`src/core/vmd_map.svh`:
```
// Address map and vector slot constants for the vector map and address decode block
`ifndef VMD_MAP_SVH
`define VMD_MAP_SVH

// Hardware register area, 128 bytes
`define VMD_REG_BASE     16'h0000
`define VMD_REG_LAST     16'h007F
// General RAM, 1 Kbyte, holding the stack page
`define VMD_RAM_BASE     16'h0080
`define VMD_RAM_LAST     16'h047F
`define VMD_STACK_PAGE   8'h01
// Display RAM, 60 bytes
`define VMD_DISP_BASE    16'h0800
`define VMD_DISP_LAST    16'h083B
// User program memory, 24 Kbytes, vector table at its top
`define VMD_PROG_BASE    16'hA000
`define VMD_PROG_LAST    16'hFFFF
`define VMD_VEC_BASE     16'hFFE0

// Vector slots: handler pair sits at VMD_VEC_BASE + 2 * slot
`define VMD_SLOT_I2C     4'h0
`define VMD_SLOT_SERIAL  4'h1
`define VMD_SLOT_TIMB    4'h2
`define VMD_SLOT_TIMA    4'h3
`define VMD_SLOT_SPI     4'h4
`define VMD_SLOT_CAN     4'h5
`define VMD_SLOT_UNUSED  4'h6
`define VMD_SLOT_CLKCTL  4'h7
`define VMD_SLOT_PORTD   4'h8
`define VMD_SLOT_PORTC   4'h9
`define VMD_SLOT_PORTB   4'hA
`define VMD_SLOT_PORTAH  4'hB
`define VMD_SLOT_PORTAL  4'hC
`define VMD_SLOT_NMI     4'hD
`define VMD_SLOT_TRAP    4'hE
`define VMD_SLOT_RESET   4'hF

`endif

```
`src/core/vmd_pkg.sv`:
```
// Types shared by the vector map and address decode block
package vmd_pkg;

    // Address regions seen by the decoder
    typedef enum logic [2:0] {
        RGN_NONE, RGN_REGS, RGN_RAM, RGN_DISP, RGN_PROG, RGN_VECT
    } vmd_region_type;

    // Vector fetch sequencer states
    typedef enum logic [1:0] {
        VS_IDLE, VS_HIGH, VS_LOW, VS_LOAD
    } vmd_vec_state_type;

    // One access presented by the core
    typedef struct packed {
        logic        valid;
        logic        stack;
        logic [15:0] addr;
    } vmd_access_type;

    // Registered decode answer
    typedef struct packed {
        logic           valid;
        vmd_region_type region;
        logic           stack_wrap;
        logic [15:0]    phys_addr;
    } vmd_decode_type;

    // Interrupt requests held by the core and its peripherals
    typedef struct packed {
        logic trap;
        logic ext_irq_group_porta_low;
        logic ext_irq_group_porta_high;
        logic ext_irq_group_portb;
        logic ext_irq_group_portc;
        logic ext_irq_group_portd;
        logic main_clock_controller;
        logic can;
        logic spi;
        logic timer_a;
        logic timer_b;
        logic async_serial_unit;
        logic i2c;
    } vmd_irq_req_type;

endpackage

```
`src/core/vmd_vector_decode.sv`:
```
// Address decoder and interrupt vector fetch sequencer for the 8-bit core
`timescale 1ns/1ps
`include "vmd_map.svh"
`default_nettype none
// Contract
// - Decode the full 16-bit, 64K-byte address space for memory and registers.
// - Decode 128 bytes at the bottom as the hardware register area.
// - Map 1 Kbyte RAM, 60 bytes display RAM and 24 Kbytes program memory.
// - Stack accesses stay inside the 0100h to 01FFh page of RAM.
// - Reset vector sits at FFFE-FFFFh, software trap vector at FFFC-FFFDh.
// - Non-maskable pin interrupt vectors through FFFA-FFFBh.
// - Port A low external group vectors through FFF8-FFF9h.
// - Port A high external group vectors through FFF6-FFF7h.
// - Port B external group vectors through FFF4-FFF5h.
// - Port C external group vectors through FFF2-FFF3h.
// - Port D external group vectors through FFF0-FFF1h.
// - Each internal peripheral has its own pair from FFE0h; FFEC-FFEDh unused.
module vmd_vector_decode (
    input  wire logic                      clk_in,
    input  wire logic                      rst_in,
    input  wire vmd_pkg::vmd_access_type   acc_in,
    output var  vmd_pkg::vmd_decode_type    dec_out,
    input  wire vmd_pkg::vmd_irq_req_type  irq_req_in,
    input  wire logic                      nmi_pin_in,
    output var  logic                      rd_req_out,
    output var  logic [15:0]               rd_addr_out,
    input  wire logic [7:0]                rd_data_in,
    input  wire logic                      rd_valid_in,
    output var  logic                      pc_load_out,
    output var  logic [15:0]               pc_value_out,
    output var  logic [3:0]                vec_slot_out,
    output var  logic                      vec_busy_out
);
    import vmd_pkg::*;

    // Decode stage
    vmd_region_type    region_w;
    vmd_decode_type    dec_r;
    vmd_decode_type    dec_nxt;
    // Interrupt capture
    logic              nmi_sync_w;
    logic              nmi_prev_r;
    logic              nmi_prev_nxt;
    logic              nmi_pend_r;
    logic              nmi_pend_nxt;
    logic              boot_r;
    logic              boot_nxt;
    logic              nmi_edge_w;
    logic              nmi_take_w;
    logic              boot_take_w;
    logic [15:0]       req_w;
    logic              pick_valid_w;
    logic [3:0]        pick_slot_w;
    // Vector fetch sequencer
    vmd_vec_state_type state_r;
    vmd_vec_state_type state_nxt;
    logic [3:0]        slot_r;
    logic [3:0]        slot_nxt;
    logic [7:0]        hi_r;
    logic [7:0]        hi_nxt;
    logic              rd_req_r;
    logic              rd_req_nxt;
    logic [15:0]       rd_addr_r;
    logic [15:0]       rd_addr_nxt;
    logic              pc_load_r;
    logic              pc_load_nxt;
    logic [15:0]       pc_val_r;
    logic [15:0]       pc_val_nxt;
    logic              busy_r;
    logic              busy_nxt;

    // Region lookup for the presented address
    vmd_region_decode u_region (
        .addr_in    (acc_in.addr),
        .region_out (region_w)
    );

    // Pin input brought into the core clock domain
    vmd_sync2 u_nmi_sync (
        .clk_in (clk_in),
        .rst_in (rst_in),
        .d_in   (nmi_pin_in),
        .q_out  (nmi_sync_w)
    );

    // Decode: one registered answer per access, stack accesses folded into page 01h
    always_comb begin
        dec_nxt            = dec_r;
        dec_nxt.valid      = acc_in.valid;
        if (acc_in.valid) begin
            dec_nxt.region     = region_w;
            dec_nxt.phys_addr  = acc_in.addr;
            dec_nxt.stack_wrap = 1'b0;
            if (acc_in.stack) begin
                dec_nxt.region     = RGN_RAM;
                dec_nxt.phys_addr  = {`VMD_STACK_PAGE, acc_in.addr[7:0]};
                dec_nxt.stack_wrap = (acc_in.addr[15:8] != `VMD_STACK_PAGE);
            end
        end
    end

    // Decode register
    always_ff @(posedge clk_in) begin
        if (rst_in) begin
            dec_r <= '0;
        end else begin
            dec_r <= dec_nxt;
        end
    end

    // Request vector, bit index equals vector slot, so higher address wins
    assign req_w = {boot_r,
                    irq_req_in.trap,
                    nmi_pend_r,
                    irq_req_in.ext_irq_group_porta_low,
                    irq_req_in.ext_irq_group_porta_high,
                    irq_req_in.ext_irq_group_portb,
                    irq_req_in.ext_irq_group_portc,
                    irq_req_in.ext_irq_group_portd,
                    irq_req_in.main_clock_controller,
                    1'b0,
                    irq_req_in.can,
                    irq_req_in.spi,
                    irq_req_in.timer_a,
                    irq_req_in.timer_b,
                    irq_req_in.async_serial_unit,
                    irq_req_in.i2c};

    // Priority pick of the highest pending slot
    always_comb begin
        pick_valid_w = 1'b0;
        pick_slot_w  = 4'h0;
        for (int i = 0; i < 16; i++) begin
            if (req_w[i]) begin
                pick_valid_w = 1'b1;
                pick_slot_w  = 4'(i);
            end
        end
    end

    // Slots taken from the pending latches when a fetch starts
    assign nmi_take_w  = (state_r == VS_IDLE) && pick_valid_w && (pick_slot_w == `VMD_SLOT_NMI);
    assign boot_take_w = (state_r == VS_IDLE) && pick_valid_w && (pick_slot_w == `VMD_SLOT_RESET);
    assign nmi_edge_w  = nmi_sync_w & ~nmi_prev_r;

    // Pending latches: a new edge beats a take in the same cycle
    always_comb begin
        nmi_prev_nxt = nmi_sync_w;
        nmi_pend_nxt = (nmi_pend_r & ~nmi_take_w) | nmi_edge_w;
        boot_nxt     = boot_r & ~boot_take_w;
    end

    // Pending latch registers; reset fetch is armed by reset
    always_ff @(posedge clk_in) begin
        if (rst_in) begin
            nmi_prev_r <= 1'b0;
            nmi_pend_r <= 1'b0;
            boot_r     <= 1'b1;
        end else begin
            nmi_prev_r <= nmi_prev_nxt;
            nmi_pend_r <= nmi_pend_nxt;
            boot_r     <= boot_nxt;
        end
    end

    // Fetch sequencer: read high byte, then low byte, then load the counter
    always_comb begin
        state_nxt   = state_r;
        slot_nxt    = slot_r;
        hi_nxt      = hi_r;
        rd_req_nxt  = rd_req_r;
        rd_addr_nxt = rd_addr_r;
        pc_load_nxt = 1'b0;
        pc_val_nxt  = pc_val_r;
        busy_nxt    = busy_r;
        case (state_r)
            VS_IDLE: begin
                if (pick_valid_w) begin
                    slot_nxt    = pick_slot_w;
                    rd_req_nxt  = 1'b1;
                    rd_addr_nxt = `VMD_VEC_BASE + {11'h000, pick_slot_w, 1'b0};
                    busy_nxt    = 1'b1;
                    state_nxt   = VS_HIGH;
                end
            end
            VS_HIGH: begin
                if (rd_valid_in) begin
                    hi_nxt      = rd_data_in;
                    rd_addr_nxt = 16'(rd_addr_r + 16'h0001);
                    state_nxt   = VS_LOW;
                end
            end
            VS_LOW: begin
                if (rd_valid_in) begin
                    rd_req_nxt  = 1'b0;
                    pc_val_nxt  = {hi_r, rd_data_in};
                    pc_load_nxt = 1'b1;
                    state_nxt   = VS_LOAD;
                end
            end
            VS_LOAD: begin
                busy_nxt  = 1'b0;
                state_nxt = VS_IDLE;
            end
            default: begin
                rd_req_nxt = 1'b0;
                busy_nxt   = 1'b0;
                state_nxt  = VS_IDLE;
            end
        endcase
    end

    // Sequencer registers
    always_ff @(posedge clk_in) begin
        if (rst_in) begin
            state_r   <= VS_IDLE;
            slot_r    <= 4'h0;
            hi_r      <= 8'h00;
            rd_req_r  <= 1'b0;
            rd_addr_r <= 16'h0000;
            pc_load_r <= 1'b0;
            pc_val_r  <= 16'h0000;
            busy_r    <= 1'b0;
        end else begin
            state_r   <= state_nxt;
            slot_r    <= slot_nxt;
            hi_r      <= hi_nxt;
            rd_req_r  <= rd_req_nxt;
            rd_addr_r <= rd_addr_nxt;
            pc_load_r <= pc_load_nxt;
            pc_val_r  <= pc_val_nxt;
            busy_r    <= busy_nxt;
        end
    end

    // Outputs straight from registers
    assign dec_out      = dec_r;
    assign rd_req_out   = rd_req_r;
    assign rd_addr_out  = rd_addr_r;
    assign pc_load_out  = pc_load_r;
    assign pc_value_out = pc_val_r;
    assign vec_slot_out = slot_r;
    assign vec_busy_out = busy_r;

    // Every access gets its answer on the next edge
    decode_answer_a: assert property (@(posedge clk_in) disable iff (rst_in)
        acc_in.valid |=> dec_out.valid && dec_out.phys_addr[7:0] == $past(acc_in.addr[7:0]))
        else $error("decode answer missing or wrong");

    // Low 128 bytes decode as registers
    reg_area_a: assert property (@(posedge clk_in) disable iff (rst_in)
        acc_in.valid && !acc_in.stack && acc_in.addr < 16'h0080 |=> dec_out.region == RGN_REGS)
        else $error("register area not decoded");

    // RAM, display RAM and program memory boundaries
    mem_regions_a: assert property (@(posedge clk_in) disable iff (rst_in)
        acc_in.valid && !acc_in.stack |=>
        ((dec_out.region == RGN_RAM) == (dec_out.phys_addr inside {[16'h0080:16'h047F]})) &&
        ((dec_out.region == RGN_DISP) == (dec_out.phys_addr inside {[16'h0800:16'h083B]})) &&
        ((dec_out.region == RGN_PROG) == (dec_out.phys_addr inside {[16'hA000:16'hFFDF]})))
        else $error("memory region boundary wrong");

    // Stack accesses land in page 01h and flag a wrap
    stack_page_a: assert property (@(posedge clk_in) disable iff (rst_in)
        acc_in.valid && acc_in.stack |=> dec_out.phys_addr[15:8] == 8'h01 &&
        dec_out.stack_wrap == ($past(acc_in.addr[15:8]) != 8'h01))
        else $error("stack access left the stack page");

    // First fetch after reset reads the reset vector
    reset_fetch_a: assert property (@(posedge clk_in)
        $fell(rst_in) |-> ##1 rd_req_out && rd_addr_out == 16'hFFFE && vec_slot_out == 4'hF)
        else $error("reset vector not fetched first");

    // Non-maskable pin interrupt pair
    cpu_vectors_a: assert property (@(posedge clk_in) disable iff (rst_in)
        rd_req_out && state_r == VS_HIGH && vec_slot_out == 4'hD |-> rd_addr_out == 16'hFFFA)
        else $error("non-maskable vector address wrong");

    // Software trap fetch starts at its own pair
    trap_vector_a: assert property (@(posedge clk_in) disable iff (rst_in)
        rd_req_out && state_r == VS_HIGH && vec_slot_out == `VMD_SLOT_TRAP |-> rd_addr_out == 16'hFFFC)
        else $error("trap vector address wrong");

    // Synced NMI edge becomes pending one edge later
    nmi_pend_a: assert property (@(posedge clk_in) disable iff (rst_in)
        $rose(nmi_sync_w) |=> nmi_pend_r)
        else $error("pin interrupt edge lost");

    // Every first read of a fetch points at slot pair in the table
    ext_vectors_a: assert property (@(posedge clk_in) disable iff (rst_in)
        $rose(busy_r) |-> rd_addr_out == {12'hFFE, vec_slot_out[3:0]} + {12'h000, vec_slot_out})
        else $error("vector pair address wrong");

    // Unused pair never read
    unused_pair_a: assert property (@(posedge clk_in) disable iff (rst_in)
        rd_req_out |-> rd_addr_out[15:1] != 15'h7FF6)
        else $error("unused vector pair read");

    // Counter load joins the two bytes, high first
    pc_join_a: assert property (@(posedge clk_in) disable iff (rst_in)
        state_r == VS_LOW && rd_valid_in |=> pc_load_out && pc_value_out ==
        {$past(hi_r), $past(rd_data_in)} ##1 !pc_load_out && !vec_busy_out)
        else $error("program counter load wrong");

endmodule // vmd_vector_decode
`default_nettype wire

```
`src/core/vmd_sync2.sv`:
```
// Two-flop synchroniser for a level arriving from outside the clock domain
`timescale 1ns/1ps
`default_nettype none
module vmd_sync2 (
    input  wire logic clk_in,
    input  wire logic rst_in,
    input  wire logic d_in,
    output var  logic q_out
);
    logic meta_r;
    logic meta_nxt;
    logic sync_r;
    logic sync_nxt;

    // First stage feeds only the second stage
    always_comb begin
        meta_nxt = d_in;
        sync_nxt = meta_r;
    end

    // Register both stages
    always_ff @(posedge clk_in) begin
        if (rst_in) begin
            meta_r <= 1'b0;
            sync_r <= 1'b0;
        end else begin
            meta_r <= meta_nxt;
            sync_r <= sync_nxt;
        end
    end

    assign q_out = sync_r;
endmodule // vmd_sync2
`default_nettype wire

```
`src/core/vmd_region_decode.sv`:
```
// Combinational mapping of a 16-bit address onto its region
`timescale 1ns/1ps
`include "vmd_map.svh"
`default_nettype none
module vmd_region_decode (
    input  wire logic [15:0]            addr_in,
    output var  vmd_pkg::vmd_region_type region_out
);
    import vmd_pkg::*;

    // Vector table wins over the rest of program memory
    always_comb begin
        region_out = RGN_NONE;
        if (addr_in <= `VMD_REG_LAST) begin
            region_out = RGN_REGS;
        end else if (addr_in >= `VMD_RAM_BASE && addr_in <= `VMD_RAM_LAST) begin
            region_out = RGN_RAM;
        end else if (addr_in >= `VMD_DISP_BASE && addr_in <= `VMD_DISP_LAST) begin
            region_out = RGN_DISP;
        end else if (addr_in >= `VMD_VEC_BASE) begin
            region_out = RGN_VECT;
        end else if (addr_in >= `VMD_PROG_BASE) begin
            region_out = RGN_PROG;
        end
    end
endmodule // vmd_region_decode
`default_nettype wire

```
`config.mk`:
```
export PLATFORM = sky130hd
export DESIGN_NAME = vmd_vector_decode
export DESIGN_NICKNAME = d
export VERILOG_FILES = /design/src/core/vmd_pkg.sv /design/src/core/vmd_vector_decode.sv /design/src/core/vmd_sync2.sv /design/src/core/vmd_region_decode.sv
export VERILOG_INCLUDE_DIRS = /design/src /design/src/core
export SDC_FILE = /design/constraint.sdc
export NUM_CORES = 1
export LEC_CHECK = 0
export BUFFER_PORTS_ARGS = -buffer_cell sky130_fd_sc_hd__buf_2
export CAP_MARGIN = 25
export CORE_ASPECT_RATIO = 1.75
export CORE_MARGIN = 2
export CORE_UTILIZATION = 53
export CTS_BUF_LIST = sky130_fd_sc_hd__clkbuf_2 sky130_fd_sc_hd__clkbuf_4 sky130_fd_sc_hd__clkbuf_8
export DETAILED_ROUTE_END_ITERATION = 10
export PLACE_DENSITY = 0.79
export SYNTH_ARGS = -nofsm -noshare
export SYNTH_HDL_FRONTEND = slang
export SYNTH_HIERARCHICAL = 1
export SYNTH_SLANG_ARGS = --single-unit
```
`constraint.sdc`:
```
create_clock -name clk_in -period 2.61 [get_ports clk_in]
set_input_delay 0.261 -clock clk_in [delete_from_list [all_inputs] [get_ports clk_in]]
set_output_delay 0.261 -clock clk_in [all_outputs]
set_load 0.05 [all_outputs]
```
==> metrics.csv <==
metric;value;unit
status;finished, final reports clean;
cp.required;2.81;ns
cts_buffers;9;
tns;0;ns
ir_drop;0.000658;V
use_met2;0.441;
use_met3;0.0541;
p_seq_frac;0.373;
rows;38;
syn_area_per_cell;8.37;sq um
grt_max_degree;43;
die_area;6910;sq um
postCtsSetupBuffers;0;
slew_headroom;0.505;
synth_cell_types;49;
ant_nets;0;
port_buffers;102;
met1_usage;0.246;
worst_ep_arrival_time;2.37;ns
fin_hold_ws;0.128;ns
hold_path_end;u_nmi_sync/meta_r;
path_clk_slew;0.07;ns
cpPeakStageDelay;0.55;ns
diodes;0;
firstDrtPassIters;4;
placedCellCount;556;
busiest_layer;met2;
synth-warning-count;6;
period_share;0.828;
place_area;3820;sq um
grt_pass1_vias;2951;
combPwrFrac;0.391;
hp-class;in2reg;
hold_depth;2;
cp_cell_sequence;inv_1, ha_1, or4b_1, or4_4, nand4b_1, xor2_1, o21ai_0;
clockPowerShare;0.236;
die_w;63.7;microns
cts_hold_buf;0;
tightest_slew;0.743;ns
r2r-start;state_r[0];
fin_skew;0.00587;ns
antenna_found_initial;0;
hp-start;nmi_pin_in;
total_leakage_power;1.75;nW
grt_pass1_wl;13.0;mm
ff2ff_path_depth;7;
grtUsageTotal;0.237;
p_total;4.26;mW
path_class;reg2reg;
start_kind;flip-flop;
drive_gt1_frac;0.258;
initial_utilization;0.539;
pin_count;103;
syn_area;3300;sq um
ys_ff_latch;75;
powerDensity;1050;nW/um^2
fmax;463;MHz
synth-async-reset-ratio;0;
maxSlewViolCount;0;
cts_tree;yes;
yosys.area.top_type;dfxtp_1;
syn_nets;443;
areaGrowthSynthToFinish;22.8;%
cts-htree-levels;3;
synthTopCellsByArea;dfxtp_1, a21oi_1, nand2_1, nor2_1, nor2b_1;
clk_latency;0.35;ns
yosysTopAreaCellShare;0.454;
cts_root_buf;clkbuf_8;
hold_viol_final;0;
drtIter0Drc;211;
ys_seq_area_frac;0.454;
min_period;2.16;ns
p_int;2.44;mW
rr_endpoint;rd_addr_out[13];
grt_overflow;0;
vias;3168;
chipHeight;108;microns
globalplace.congestion;0.887;
vias_per_cell;5.54;
netlist_instances;395;
drv_cap;0;
final_area;4060;sq um
wl;7.99;mm
synthFlopType;dfxtp_1;
rsz0062_at_grt;no;
r2r_slack;0.45;ns
hpwl;5.76;mm
p_switching;1.83;mW
cts.sinks;75;
synth_edf_count;0;
cts-resized-gates;0;
core_area;6130;sq um
drc;0;
wl_per_cell;14.0;microns
slowest_stage;or4_4;
nets;535;
path_max_fanout;15;
setup-violations-final;0;
stdcell_count;572;
cts_buffer_depth;2;
cp-end-kind;flip-flop;
p_sw_frac;0.429;
worst max-delay path, delay by kind of cell, from the launching register on:
family | cells | cell delay (ns)
AOI/OAI and AO/OA | 1 | 0.08
xor gates and xnor gates | 1 | 0.16
adders and majority gates | 1 | 0.18
buffers and inverters | 1 | 0.11
DFF | 1 | 0.34
and+or+nand+nor | 3 | 1.16
registers in the layout, summed over array words and instances, names as in the netlist, 2 cells and up:
signal        flops
hi_r              8
vec_slot_out      4
rd_addr_out      16
state_r           2
pc_value_out     16
dec_out          21
area by class of cell:
class,count,area (sq um)
flip-flops and latches,75,1500
well taps,80,100
clock buffers,12,159
repair buffers,106,541
fillers,522,2080
clock inverters,4,72.6
inverters,7,26.3
multi-input cells,288,1660
placed cells by master, fill, tap and decap left out, drive strengths merged, types with 2 or more instances in the layout:
cell type / instances
buf: 106
dfxtp: 75
nand2: 54
a21oi: 50
nor2: 35
nand3: 17
nor2b: 15
o21ai: 13
clkbuf: 12
xor2: 10
nand4: 9
mux2i: 9
nor4: 8
inv: 7
nand2b: 7
and3: 5
nor3: 5
ha: 5
or4: 5
o41ai: 4
and4: 3
nand3b: 3
or3: 2
o31ai: 2
o21bai: 2
and2: 2
o22ai: 2
a211oi: 2
a31oi: 2
nand4b: 2
o32ai: 2
bufinv: 2
or4b: 2
worst max path at each step:
stage / slack, ns / cells past startpoint / to / start
2_1_floorplan: 0.34 / 10 / rd_addr_out[9] / state_r[0]
4_1_cts: 0.46 / 7 / rd_addr_out[13] / state_r[0]
5_1_grt: 0.34 / 7 / rd_addr_out[9] / state_r[0]
3_3_place_gp: 0.47 / 6 / rd_addr_out[13] / irq_req_in[10]
3_5_place_dp: 0.44 / 6 / rd_addr_out[14] / irq_req_in[10]
6_report: 0.45 / 7 / rd_addr_out[13] / state_r[0]
kinds of logic (layout without fill, tap and decap cells):
kind of cell,after synthesis,count (layout),synth area share
AO/OA/AOI/OAI,87,87,0.153
adder cells (fa/ha/maj),5,5,0.0189
flip-flops,75,75,0.454
buffers and inverters,32,129,0.0443
multiplexers,10,10,0.0307
AND/OR/NAND/NOR,175,175,0.270
XOR/XNOR,11,11,0.0292
synthesized netlist by cell type (all sizes together), types with 2 or more instances:
| cell | n |
|---|---|
| dfxtp | 75 |
| nand2 | 54 |
| a21oi | 50 |
| nor2 | 35 |
| clkbuf | 21 |
| nand3 | 17 |
| nor2b | 15 |
| o21ai | 13 |
| xor2 | 10 |
| mux2i | 9 |
| nand4 | 9 |
| nor4 | 8 |
| inv | 7 |
| nand2b | 7 |
| and3 | 5 |
| ha | 5 |
| nor3 | 5 |
| or4 | 5 |
| buf | 4 |
| o41ai | 4 |
| and4 | 3 |
| nand3b | 3 |
| a211oi | 2 |
| a31oi | 2 |
| and2 | 2 |
| nand4b | 2 |
| o21bai | 2 |
| o22ai | 2 |
| o31ai | 2 |
| o32ai | 2 |
| or3 | 2 |
| or4b | 2 |
per-layer routing:
metal,wire (microns),part of all wire,vias up
met5,0,0,-
met4,163,0.020,0
met3,414,0.052,13
met2,4370,0.55,105
met1,3040,0.38,1476
li1,-,-,1574
metrics by stage:
stage	utilization	setup WS, ns
4_1_cts	0.661	0.458
3_5_place_dp	0.624	0.439
6_report	0.661	0.448
3_3_place_gp	0.624	0.465
2_1_floorplan	-	0.343
5_1_grt	0.661	0.344
power by group through the flow:
stage,Clock [mW],Combinational [mW],Sequential [mW]
finish,1.01,1.67,1.59
global route,1.06,1.78,1.62
CTS,1.03,1.67,1.59
detailed placement,0,1.66,1.61
global placement,0,1.64,1.60
floorplan,0,0.615,2.23
(Power assumes the default switching activity.)
